$ cat src/isr_pkg.sv
// Package with bit positions, reset values and sizes for the status reporting block
package isr_pkg;
   localparam int          QUES_CAL_LOST      = 8;
   localparam int          QUES_TRIG_FAST     = 9;
   localparam int          QUES_BUF_OVFL      = 10;
   localparam int          QUES_OVERVOLT      = 11;
   localparam int          QUES_MEM_OVFL      = 12;
   localparam int          QUES_SETUP_CHG     = 13;
   localparam int          OPER_CALIBRATING   = 0;
   localparam int          OPER_MEASURING     = 4;
   localparam int          OPER_SCAN_DONE     = 8;
   localparam int          OPER_PLUGON_TRIG   = 9;
   localparam int          OPER_HALF_FULL     = 10;
   localparam int          OPER_ALG_IRQ       = 11;
   localparam int          STD_OP_COMPLETE    = 0;
   localparam int          STD_REQ_CONTROL    = 1;
   localparam int          STD_QUERY_ERR      = 2;
   localparam int          STD_DEV_ERR        = 3;
   localparam int          STD_EXEC_ERR       = 4;
   localparam int          STD_CMD_ERR        = 5;
   localparam int          STD_USER_REQ       = 6;
   localparam int          STD_POWER_ON       = 7;
   localparam int          STB_QUES           = 3;
   localparam int          STB_MAV            = 4;
   localparam int          STB_STD            = 5;
   localparam int          STB_OPER           = 7;
   localparam logic [16:0] BUF_OVFL_LIMIT     = 17'd65024;
   localparam logic [16:0] BUF_HALF_LEVEL     = 17'd32768;
   localparam logic [15:0] PTR_RESET          = 16'hFFFF;
   localparam logic [15:0] NTR_RESET          = 16'h0000;
   localparam logic [15:0] ENABLE_RESET       = 16'h0000;
   localparam logic [15:0] QUES_USED_MASK     = 16'h3F00;
   localparam logic [15:0] OPER_USED_MASK     = 16'h0D11;
   localparam logic [7:0]  STD_USED_MASK      = 8'hBD;
   typedef enum logic [2:0] {
      ISR_CAL_IDLE = 3'h1,
      ISR_CAL_RUN  = 3'h2,
      ISR_CAL_DONE = 3'h4
   } isr_cal_state_t;
endpackage : isr_pkg

$ cat src/isr_group_if.sv
// Interface between the status reporting top and one event group
`timescale 1ns/10ps
interface isr_group_if;
   logic [15:0] cond;
   logic [15:0] ptr;
   logic [15:0] ntr;
   logic [15:0] enable;
   logic        read_clr;
   logic        clear_all;
   logic [15:0] event_bits;
   logic        summary;
   modport top (output cond, output ptr, output ntr, output enable, output read_clr, output clear_all,
                input event_bits, input summary);
   modport grp (input cond, input ptr, input ntr, input enable, input read_clr, input clear_all,
                output event_bits, output summary);
endinterface : isr_group_if

$ cat src/isr_event_group.sv
// One status group: transition filters, latched events and summary
`timescale 1ns/10ps
module isr_event_group (
   input wire logic    sys_clk,
   input wire logic    nrst,
   input wire logic    clk_en,
   isr_group_if.grp    gi
);
   logic [15:0] cond_prev_reg;
   logic [15:0] event_reg;
   logic [15:0] event_next;

   // Per bit filter: set wins over a read clear in the same cycle
   genvar b;
   generate
      for (b = 0; b < 16; b++) begin : g_bit
         always_comb begin
            event_next[b] = (gi.read_clr || gi.clear_all) ? 1'b0 : event_reg[b];
            if ((!cond_prev_reg[b] && gi.cond[b] && gi.ptr[b]) ||
                (cond_prev_reg[b] && !gi.cond[b] && gi.ntr[b])) begin
               event_next[b] = 1'b1;
            end
         end
      end
   endgenerate

   always_ff @(posedge sys_clk) begin
      if (!nrst) begin
         cond_prev_reg <= 16'h0000;
      end else if (clk_en) begin
         cond_prev_reg <= gi.cond;
      end
   end

   always_ff @(posedge sys_clk) begin
      if (!nrst) begin
         event_reg <= 16'h0000;
      end else if (clk_en) begin
         event_reg <= event_next;
      end
   end

   assign gi.event_bits = event_reg;
   assign gi.summary    = |(event_reg & gi.enable);

   a_rise_latches: assert property (@(posedge sys_clk) disable iff (!nrst)
      clk_en && !cond_prev_reg[0] && gi.cond[0] && gi.ptr[0] |=> event_reg[0])
      else $error("rising edge with filter set did not latch");
   a_event_sticky: assert property (@(posedge sys_clk) disable iff (!nrst)
      !gi.read_clr && !gi.clear_all |=> ((event_reg & $past(event_reg)) == $past(event_reg)))
      else $error("latched event dropped without a clear");
endmodule : isr_event_group

$ cat src/isr_status_top.sv
// Status reporting top: conditions, three event groups and the status byte
// Functional notes
// - Combine group summaries into one status byte
// - Calibration checksum failure at a reset command or power on sets questionable bit 8
// - Trigger during unfinished scan sets bit 9
// - Buffer store at count 65024 or more sets bit 10
// - Overvoltage sets bit 11, opens relays till reset
// - Acquisitions beyond mapped memory set bit 12
// - Setup change sets bit 13; reset sets it
// - Calibrating bit: tare/setup set, queries clear
// - Measuring bit follows trigger initiated versus idle
// - Each finished scan pass sets operation bit 8
// - Operation bit 9 reserved, never driven
// - Operation bit 10 when buffer holds 32768
// - Algorithm interrupt call sets operation bit 11
// - Operation complete sets standard event bit 0
// - Empty queue read or lost data sets bit 2
// - Device error sets standard event bit 3
// - Execution error sets standard event bit 4
// - Command error sets standard event bit 5
// - Power applied sets standard event bit 7
// - Transition filters choose which edges latch events
// - Events clear on read, preset, clear, reset
// - Power-on filters: positive all ones, negative zero
// - Summaries in status byte bits 3, 7, 5
`timescale 1ns/10ps
module isr_status_top (
   input  wire logic        sys_clk,
   input  wire logic        nrst,
   input  wire logic        clk_en,
   input  wire logic        power_on_pulse,
   input  wire logic        reset_cmd,
   input  wire logic        preset_cmd,
   input  wire logic        clear_status_cmd,
   input  wire logic        cal_checksum_fail,
   input  wire logic        trigger_event,
   input  wire logic        scan_active,
   input  wire logic        scan_pass_done,
   input  wire logic        buffer_store,
   input  wire logic [16:0] buffer_count,
   input  wire logic        acq_mem_overflow,
   input  wire logic        overvoltage_detect,
   input  wire logic        protect_enabled,
   input  wire logic        setup_changed,
   input  wire logic        cal_setup_done,
   input  wire logic        tare_calibration_command,
   input  wire logic        setup_cal_command,
   input  wire logic        cal_query,
   input  wire logic        self_cal_start,
   input  wire logic        self_cal_done,
   input  wire logic        trigger_initiated,
   input  wire logic        trigger_idle,
   input  wire logic        alg_interrupt,
   input  wire logic        opc_done,
   input  wire logic        query_error,
   input  wire logic        device_error,
   input  wire logic        execution_error,
   input  wire logic        command_error,
   input  wire logic        output_queue_avail,
   input  wire logic [15:0] ques_ptr_wr_data,
   input  wire logic        ques_ptr_wr,
   input  wire logic [15:0] ques_ntr_wr_data,
   input  wire logic        ques_ntr_wr,
   input  wire logic [15:0] ques_enable_wr_data,
   input  wire logic        ques_enable_wr,
   input  wire logic [15:0] oper_ptr_wr_data,
   input  wire logic        oper_ptr_wr,
   input  wire logic [15:0] oper_ntr_wr_data,
   input  wire logic        oper_ntr_wr,
   input  wire logic [15:0] oper_enable_wr_data,
   input  wire logic        oper_enable_wr,
   input  wire logic [7:0]  std_enable_wr_data,
   input  wire logic        std_enable_wr,
   input  wire logic        ques_event_read,
   input  wire logic        oper_event_read,
   input  wire logic        std_event_read,
   output logic      [15:0] questionable_conditions,
   output logic      [15:0] operation_conditions,
   output logic      [15:0] ques_event_data,
   output logic      [15:0] oper_event_data,
   output logic      [7:0]  standard_events,
   output logic      [7:0]  status_byte,
   output logic             error_log_pulse,
   output logic             input_relays_open
);
   isr_group_if ques_if ();
   isr_group_if oper_if ();

   logic [15:0]         ques_cond_reg;
   logic [15:0]         oper_cond_reg;
   logic [15:0]         ques_ptr_reg;
   logic [15:0]         ques_ntr_reg;
   logic [15:0]         ques_enable_reg;
   logic [15:0]         oper_ptr_reg;
   logic [15:0]         oper_ntr_reg;
   logic [15:0]         oper_enable_reg;
   logic [7:0]          std_enable_reg;
   logic [7:0]          std_event_reg;
   logic [7:0]          std_event_next;
   logic                relay_open_reg;
   logic                error_log_reg;
   logic [7:0]          status_byte_reg;
   logic                clear_all;
   isr_pkg::isr_cal_state_t cal_state_reg;

   // Reset commands clear events; filters keep host settings except at power on
   assign clear_all = reset_cmd || preset_cmd || clear_status_cmd;

   // Self calibration sequence holds the calibrating bit while running
   always_ff @(posedge sys_clk) begin
      if (!nrst) begin
         cal_state_reg <= isr_pkg::ISR_CAL_IDLE;
      end else if (clk_en) begin
         case (cal_state_reg)
            isr_pkg::ISR_CAL_IDLE: begin
               if (self_cal_start) begin
                  cal_state_reg <= isr_pkg::ISR_CAL_RUN;
               end
            end
            isr_pkg::ISR_CAL_RUN: begin
               if (self_cal_done) begin
                  cal_state_reg <= isr_pkg::ISR_CAL_DONE;
               end
            end
            default: begin
               cal_state_reg <= isr_pkg::ISR_CAL_IDLE;
            end
         endcase
      end
   end

   // Questionable conditions; sticky until cleared by reset command or power on, except setup change, which those set and cal_setup_done clears
   always_ff @(posedge sys_clk) begin
      if (!nrst) begin
         ques_cond_reg <= 16'h2000;
      end else if (clk_en) begin
         if (reset_cmd || power_on_pulse) begin
            ques_cond_reg <= 16'h0000;
            ques_cond_reg[isr_pkg::QUES_SETUP_CHG] <= 1'b1;
            ques_cond_reg[isr_pkg::QUES_CAL_LOST]  <= cal_checksum_fail;
         end else begin
            if (trigger_event && scan_active) begin
               ques_cond_reg[isr_pkg::QUES_TRIG_FAST] <= 1'b1;
            end
            if (buffer_store && (buffer_count >= isr_pkg::BUF_OVFL_LIMIT)) begin
               ques_cond_reg[isr_pkg::QUES_BUF_OVFL] <= 1'b1;
            end
            if (overvoltage_detect) begin
               ques_cond_reg[isr_pkg::QUES_OVERVOLT] <= 1'b1;
            end
            if (acq_mem_overflow) begin
               ques_cond_reg[isr_pkg::QUES_MEM_OVFL] <= 1'b1;
            end
            if (setup_changed) begin
               ques_cond_reg[isr_pkg::QUES_SETUP_CHG] <= 1'b1;
            end else if (cal_setup_done) begin
               ques_cond_reg[isr_pkg::QUES_SETUP_CHG] <= 1'b0;
            end
         end
      end
   end

   // Relays stay open until a reset command even if overvoltage goes away
   always_ff @(posedge sys_clk) begin
      if (!nrst) begin
         relay_open_reg <= 1'b0;
      end else if (clk_en) begin
         if (overvoltage_detect && protect_enabled) begin
            relay_open_reg <= 1'b1;
         end else if (reset_cmd) begin
            relay_open_reg <= 1'b0;
         end
      end
   end

   always_ff @(posedge sys_clk) begin
      if (!nrst) begin
         error_log_reg <= 1'b0;
      end else if (clk_en) begin
         error_log_reg <= ((reset_cmd || power_on_pulse) && cal_checksum_fail) || overvoltage_detect;
      end
   end

   // Operation conditions; bit 9 left at zero for future plug-ons
   always_ff @(posedge sys_clk) begin
      if (!nrst) begin
         oper_cond_reg <= 16'h0000;
      end else if (clk_en) begin
         if (tare_calibration_command || setup_cal_command || self_cal_start) begin
            oper_cond_reg[isr_pkg::OPER_CALIBRATING] <= 1'b1;
         end else if (cal_query || (cal_state_reg == isr_pkg::ISR_CAL_DONE)) begin
            oper_cond_reg[isr_pkg::OPER_CALIBRATING] <= 1'b0;
         end
         if (trigger_initiated) begin
            oper_cond_reg[isr_pkg::OPER_MEASURING] <= 1'b1;
         end else if (trigger_idle) begin
            oper_cond_reg[isr_pkg::OPER_MEASURING] <= 1'b0;
         end
         oper_cond_reg[isr_pkg::OPER_SCAN_DONE]   <= scan_pass_done;
         oper_cond_reg[isr_pkg::OPER_PLUGON_TRIG] <= 1'b0;
         oper_cond_reg[isr_pkg::OPER_HALF_FULL]   <= (buffer_count >= isr_pkg::BUF_HALF_LEVEL);
         oper_cond_reg[isr_pkg::OPER_ALG_IRQ]     <= alg_interrupt;
      end
   end

   // Filters and enables; power on restores filter defaults
   always_ff @(posedge sys_clk) begin
      // Power on is a reset of the filters, but only when the clock enable lets state move
      if (!nrst || (clk_en && power_on_pulse)) begin
         ques_ptr_reg    <= isr_pkg::PTR_RESET;
         ques_ntr_reg    <= isr_pkg::NTR_RESET;
         oper_ptr_reg    <= isr_pkg::PTR_RESET;
         oper_ntr_reg    <= isr_pkg::NTR_RESET;
         ques_enable_reg <= isr_pkg::ENABLE_RESET;
         oper_enable_reg <= isr_pkg::ENABLE_RESET;
         std_enable_reg  <= 8'h00;
      end else if (clk_en) begin
         if (ques_ptr_wr) begin
            ques_ptr_reg <= ques_ptr_wr_data;
         end
         if (ques_ntr_wr) begin
            ques_ntr_reg <= ques_ntr_wr_data;
         end
         if (ques_enable_wr) begin
            ques_enable_reg <= ques_enable_wr_data;
         end
         if (oper_ptr_wr) begin
            oper_ptr_reg <= oper_ptr_wr_data;
         end
         if (oper_ntr_wr) begin
            oper_ntr_reg <= oper_ntr_wr_data;
         end
         if (oper_enable_wr) begin
            oper_enable_reg <= oper_enable_wr_data;
         end
         if (std_enable_wr) begin
            std_enable_reg <= std_enable_wr_data;
         end
      end
   end

   assign ques_if.cond      = ques_cond_reg & isr_pkg::QUES_USED_MASK;
   assign ques_if.ptr       = ques_ptr_reg;
   assign ques_if.ntr       = ques_ntr_reg;
   assign ques_if.enable    = ques_enable_reg;
   assign ques_if.read_clr  = ques_event_read && clk_en;
   assign ques_if.clear_all = clear_all;
   assign oper_if.cond      = oper_cond_reg & isr_pkg::OPER_USED_MASK;
   assign oper_if.ptr       = oper_ptr_reg;
   assign oper_if.ntr       = oper_ntr_reg;
   assign oper_if.enable    = oper_enable_reg;
   assign oper_if.read_clr  = oper_event_read && clk_en;
   assign oper_if.clear_all = clear_all;

   isr_event_group u_ques (
      .sys_clk (sys_clk),
      .nrst    (nrst),
      .clk_en  (clk_en),
      .gi      (ques_if.grp)
   );

   isr_event_group u_oper (
      .sys_clk (sys_clk),
      .nrst    (nrst),
      .clk_en  (clk_en),
      .gi      (oper_if.grp)
   );

   // Standard events latch until read or cleared; set beats a read clear in the same cycle
   always_comb begin
      std_event_next = (std_event_read || clear_all) ? 8'h00 : std_event_reg;
      std_event_next[isr_pkg::STD_OP_COMPLETE] = std_event_next[isr_pkg::STD_OP_COMPLETE] | opc_done;
      std_event_next[isr_pkg::STD_QUERY_ERR]   = std_event_next[isr_pkg::STD_QUERY_ERR] | query_error;
      std_event_next[isr_pkg::STD_DEV_ERR]     = std_event_next[isr_pkg::STD_DEV_ERR] | device_error;
      std_event_next[isr_pkg::STD_EXEC_ERR]    = std_event_next[isr_pkg::STD_EXEC_ERR] | execution_error;
      std_event_next[isr_pkg::STD_CMD_ERR]     = std_event_next[isr_pkg::STD_CMD_ERR] | command_error;
      std_event_next[isr_pkg::STD_POWER_ON]    = std_event_next[isr_pkg::STD_POWER_ON] | power_on_pulse;
      std_event_next = std_event_next & isr_pkg::STD_USED_MASK;
   end

   always_ff @(posedge sys_clk) begin
      if (!nrst) begin
         std_event_reg <= 8'h80;
      end else if (clk_en) begin
         std_event_reg <= std_event_next;
      end
   end

   always_ff @(posedge sys_clk) begin
      if (!nrst) begin
         status_byte_reg <= 8'h00;
      end else if (clk_en) begin
         status_byte_reg <= 8'h00;
         status_byte_reg[isr_pkg::STB_QUES] <= ques_if.summary;
         status_byte_reg[isr_pkg::STB_OPER] <= oper_if.summary;
         status_byte_reg[isr_pkg::STB_STD]  <= |(std_event_reg & std_enable_reg);
         status_byte_reg[isr_pkg::STB_MAV]  <= output_queue_avail;
      end
   end

   assign questionable_conditions = ques_cond_reg;
   assign operation_conditions    = oper_cond_reg;
   assign ques_event_data         = ques_if.event_bits;
   assign oper_event_data         = oper_if.event_bits;
   assign standard_events         = std_event_reg;
   assign status_byte             = status_byte_reg;
   assign error_log_pulse         = error_log_reg;
   assign input_relays_open       = relay_open_reg;

   a_trig_fast: assert property (@(posedge sys_clk) disable iff (!nrst)
      clk_en && trigger_event && scan_active && !reset_cmd && !power_on_pulse
      |=> questionable_conditions[isr_pkg::QUES_TRIG_FAST])
      else $error("trigger too fast not flagged");
   a_reset_setup: assert property (@(posedge sys_clk) disable iff (!nrst)
      clk_en && reset_cmd |=> questionable_conditions[isr_pkg::QUES_SETUP_CHG])
      else $error("reset did not set setup changed");
   a_relay_hold: assert property (@(posedge sys_clk) disable iff (!nrst)
      input_relays_open && !reset_cmd |=> input_relays_open)
      else $error("relays closed without reset");
   a_reserved_bit: assert property (@(posedge sys_clk) disable iff (!nrst)
      !operation_conditions[isr_pkg::OPER_PLUGON_TRIG])
      else $error("reserved operation bit driven");
   a_unused_std: assert property (@(posedge sys_clk) disable iff (!nrst)
      !standard_events[isr_pkg::STD_REQ_CONTROL] && !standard_events[isr_pkg::STD_USER_REQ])
      else $error("unused standard bit set");
   a_half_full: assert property (@(posedge sys_clk) disable iff (!nrst)
      clk_en && (buffer_count >= isr_pkg::BUF_HALF_LEVEL) |=> operation_conditions[isr_pkg::OPER_HALF_FULL])
      else $error("half full not shown");
   a_cmd_error: assert property (@(posedge sys_clk) disable iff (!nrst)
      clk_en && command_error |=> standard_events[isr_pkg::STD_CMD_ERR] ##1 (!clk_en || status_byte[isr_pkg::STB_STD]
      || !std_enable_reg[isr_pkg::STD_CMD_ERR] || std_event_read || clear_all))
      else $error("command error not reported");
   a_measuring: assert property (@(posedge sys_clk) disable iff (!nrst)
      clk_en && trigger_initiated |=> operation_conditions[isr_pkg::OPER_MEASURING])
      else $error("measuring not set on initiate");
   a_oper_summary: assert property (@(posedge sys_clk) disable iff (!nrst)
      clk_en && ((oper_event_data & oper_enable_reg) != 16'h0000) |=> status_byte[isr_pkg::STB_OPER])
      else $error("enabled operation event not in status byte");
endmodule : isr_status_top

$ cat config.mk
export PLATFORM = sky130hd
export DESIGN_NAME = isr_status_top
export DESIGN_NICKNAME = d
export VERILOG_FILES = /design/src/isr_pkg.sv /design/src/isr_group_if.sv /design/src/isr_event_group.sv /design/src/isr_status_top.sv
export SDC_FILE = /design/constraint.sdc
export NUM_CORES = 1
export LEC_CHECK = 0
export BUFFER_PORTS_ARGS = -buffer_cell sky130_fd_sc_hd__buf_4
export CAP_MARGIN = 20
export CORE_ASPECT_RATIO = 2
export CORE_MARGIN = 10
export CORE_UTILIZATION = 43
export DETAILED_ROUTE_END_ITERATION = 10
export PLACE_DENSITY_LB_ADDON = 0.08
export SLEW_MARGIN = 20
export SYNTH_ARGS = -nofsm -noshare
export SYNTH_HDL_FRONTEND = slang
export SYNTH_SLANG_ARGS = --single-unit
$ cat constraint.sdc
create_clock -name sys_clk -period 1.52 [get_ports sys_clk]
set_input_delay 0.228 -clock sys_clk [delete_from_list [all_inputs] [get_ports sys_clk]]
set_output_delay 0.228 -clock sys_clk [all_outputs]
set_load 0.02 [all_outputs]
After elaboration in Yosys (flattened, before gate mapping) --
Index checks and enable logic that the tools add are counted.
Operators by class: add/subtract/negate cells 0, multipliers 0, divide/modulo/power cells 0, magnitude comparators 2, eq/ne operators 5, shift-type cells 0, mux-type cells 30, bitwise gates (word level) 9, reductions and logical operators 148
Operators with widths (number):
- $reduce_and A2 Y1 | 29
- $logic_and A1 B1 Y1 | 51
- $reduce_bool A2 Y1 | 18
- $ge A17 B16 Y1 const B | 2
- $and A16 B16 Y16 | 2
- $reduce_or A16 Y1 | 2
- $mux W1 | 25
- $logic_not A1 Y1 | 23
- $logic_or A1 B1 Y1 | 22
- $and A8 B8 Y8 | 1
- $mux W8 | 1
- $reduce_or A8 Y1 | 1
- $mux W3 | 2
- $or A1 B1 Y1 | 6
- $pmux W3 S2 | 1
- $mux W5 | 1
- $ne A2 B2 Y1 const B | 2
- $eq A3 B1 Y1 const B | 1
- $eq A3 B2 Y1 const B | 1
- $eq A3 B3 Y1 const B | 1
- $reduce_and A3 Y1 | 1
- $reduce_bool A3 Y1 | 1
Word-level totals: register bits after elaboration 142, bits in latches 0, bits in writable memories 0, memory bits (read-only) 0, input bits 162, output and inout port bits 82, word-level logic and storage cells 230, memories kept 0

Longest topological paths before layout --
word-level depth 6, depth in mapped cells 6, mapped depth without buffers 3

Modules after synthesis --
Synthesis repeated with hierarchy kept, for this count alone.
Second synthesis, totals: cell total of the unflattened synthesis 891, area total of the unflattened synthesis 7821.3 um^2
Modules (own cells, without submodules):
- isr_status_top | times used 1, cells an instance 597, area each 4913.5 um^2, sequential area each 2562.5 um^2
- isr_event_group | times used 2, cells an instance 147, area each 1453.9 um^2, sequential area each 640.6 um^2

Least setup slack after synthesis --
Ideal clock, no wire load.
path kind input to register, from in clk_en, to reg oper_cond_reg[0] (netlist: operation_conditions[0]), setup time 0.115 ns, arrival time 0.970 ns, data required time 1.405 ns, slack 0.435 ns, stages on the path 5, buffers on the path 2, path through buf_4 -> buf_6 -> nand2_1 -> o311a_1 -> o21a_1
On the way: longest elaborated chain between the ends 1
RTL lines:
- from (decl) | RTL line isr_status_top.sv:30 | input wire logic clk_en,
- $reduce_and A2 Y1 (no source line)
- to (signal, indexed assignment) | RTL line isr_status_top.sv:199 | oper_cond_reg[isr_pkg::OPER_SCAN_DONE] <= scan_pass_done;
- to (signal, indexed assignment) | RTL line isr_status_top.sv:201 | oper_cond_reg[isr_pkg::OPER_HALF_FULL] <= (buffer_count >= isr_pkg::BUF_HALF_LEVEL);
- to (signal, indexed assignment) | RTL line isr_status_top.sv:202 | oper_cond_reg[isr_pkg::OPER_ALG_IRQ] <= alg_interrupt;
- to (decl) | RTL line isr_status_top.sv:90 | logic [15:0] oper_cond_reg;
No other way between the ends. A chain may end at the register's enable or synchronous reset.

Worst setup path in the final report --
from reg cal_state_reg[0], to reg cal_state_reg[1]
On the way: longest elaborated chain between the ends 3, elaborated cells between the ends (all ways) 6, classes of those cells 4 x eq/ne; 1 x mux; 1 x reduce/logical
RTL lines:
- from (decl) | RTL line isr_status_top.sv:104 | isr_pkg::isr_cal_state_t cal_state_reg;
- from (signal assigned) | RTL line isr_status_top.sv:112 | cal_state_reg <= isr_pkg::ISR_CAL_IDLE;
- from (signal assigned) | RTL line isr_status_top.sv:117 | cal_state_reg <= isr_pkg::ISR_CAL_RUN;
- from (signal assigned) | RTL line isr_status_top.sv:122 | cal_state_reg <= isr_pkg::ISR_CAL_DONE;
- $eq A3 B2 Y1 / $eq A3 B1 Y1 (equally long branches) | RTL line isr_status_top.sv:114 | case (cal_state_reg)
- $ne A2 B2 Y1 (no source line)
- $reduce_and A3 Y1 (no source line)
Parallel ways exist; a longest one is shown, timed or not.

==> impl_metrics.toml <==
[outcome]
status = "finished, final reports clean"

[timing]
period_minus_slack_ps = 1190
skew_ps = 3.42
final-setup-viol-count = 0
slew_violations = 0
rsz0062_at_grt = "false"
fmax_mhz = 839
hold_viol_final = 0
setup-tns-final_ps = 0
period_share_pct = 78.4

[final_layout]
final_common_cell = "buf_4"
final_area_mm2 = 0.00495
nFillCells = 846
area_growth_pct = 29.3
seqCellArea_mm2 = 0.00174
final_nets = 718
multi_input_area_mm2 = 0.00179
layout_common_cells = "buf_4, dfxtp_1, nand2_1"
antennaDiodeCount = 0
drive_gt1_share_pct = 27.1

[grt]
antenna_found_initial = 0
grt_use_total_pct = 15.2
grt_overflow_total = 0
grt_pass1_vias = 3326
grt_max_degree = 35
grt_pass1_wl_mm = 16.3

[clock_network]
htreeDepth = 3
cts_made_buffers = 9
cts_root_buf = "clkbuf_16"
clk_pin_slew_ps = 60
cts.sinks = 87
cts_resized = 0
clock_latency_ps = 340
hold_buffers = 0
clock_path_buffers = 2
post_cts_buffers = 0
cts_tree = "done"

[power_and_ir_drop]
p_leak_nw = 2.19
power_per_cell_area_mw_per_mm2 = 1070
ir_drop_mv = 0.582

[yosys]
ys_warn_count = 0
syn-instance-count = 437
ys_ff_latch = 87
synth_area_leaders = "dfxtp_1, buf_4, nand2_1, nand3_1, a21oi_1"
yosysSeqAreaShare_pct = 45.5
yosysTopAreaCellShare_pct = 45.5
yosys.area.top_type = "dfxtp_1"
syn-mean-instance-area_um2 = 8.76
syn_area_mm2 = 0.00383
synthArstFlopShare_pct = 0
synth_cell_types = 41
synth_edf_count = 0
synth_flop_cell = "dfxtp_1"

[worst_setup_path]
startpoint_type = "register"
r2r-start = "cal_state_reg[0]"
arrival_ps = 1450
worst_setup_path_end_kind = "register"
crit_path_start = "cal_state_reg[0]"
cp.required_ps = 1780
worstSetupPathType = "register to register"
crit_fanout = 7

[min_path]
hp-start = "oper_ptr_wr_data[0]"
min_path_type = "input pin to register"

[floorplanning]
die_w_um = 86.7
row_count = 48
initial_core_util_pct = 44.2
die_height_um = 153
dieArea_mm2 = 0.0133
boundaryPins = 244
core_area_mm2 = 0.00865

[place]
port_buffers = 121
place_hpwl_mm = 8.40
placed_area_mm2 = 0.00466
place_congestion = 0.782

[flow_run]
drv_cap = 0

[routing]
dr.pass1.iters = 4
wl_per_cell_um = 15.9
drc = 0
dr.first_iter.drc_count = 136
ant_nets = 0
viasPerCell = 4.97
vias = 3279
wirelength_mm = 10.5
[through the flow]
stage | hold WS, ps | power [mW] | cells | worst slack, ps | util (%)
after floorplan | 350 | 3.03 | 484 | 435 | -
after global placement | 440 | 3.29 | 645 | 171 | 53.9
after detailed placement | 438 | 3.30 | 645 | 178 | 53.9
after CTS | 84.4 | 5.39 | 660 | 314 | 57.2
after global routing | 102 | 5.55 | 660 | 268 | 57.2
final | 95.9 | 5.32 | 660 | 329 | 57.2
[per-layer routing]
metal	GRT usage, %	routed length (um)
met3	6.60	1070
met2	26.2	5380
met5	0	0
met4	5.28	144
met1	15.8	3920
[power by group]
group	switching (mW)	internal (mW)	leakage [nW]
clock network	0.847	1.23	0.140
registers	0.0789	2.38	0.712
logic	0.433	0.350	1.34
total	1.36	3.96	2.19
[layout make-up]
type | count | share of cell area (%)
Sequential cell | 87 | 35.2
Inverter | 1 | 0.0759
Multi-Input combinational cell | 328 | 36.1
Clock inverter | 3 | 0.354
Tap cell | 100 | 2.53
Clock buffer | 12 | 5.39
Timing Repair Buffer | 129 | 20.3
[Yosys cell counts, types with 8 or more instances]
cell / count
dfxtp_1: 87
nand2_1: 84
buf_4: 49
nand3_1: 39
a21oi_1: 34
nor2b_1: 23
mux2i_1: 16
buf_2: 12
o21ai_0: 12
a22oi_1: 9
a22o_1: 8
[final timing paths]
path | endpoint | slack [ps] | cells past startpoint
setup / recovery | cal_state_reg[1] | 330 | 3
hold / removal | oper_if.ptr[0] | 100 | 3
setup reg to reg | cal_state_reg[1] | 330 | 3
hold reg to reg | ques_if.ntr[9] | 450 | 2
[worst max-delay path, stage by stage, from the launching register on]
cell and delay [ps]:
dfxtp_1 430, or3b_1 370, o311a_1 150, nor3b_2 160
[logic make-up after synthesis]
kind of cell / synth area share (%)
buffers and inverters: 12.4
multiplexers: 4.19
AO/OA/AOI/OAI: 16.4
flip-flops: 45.5
AND/OR/NAND/NOR: 21.5
other: 0.0980
Power figures use the tool's default switching activity.
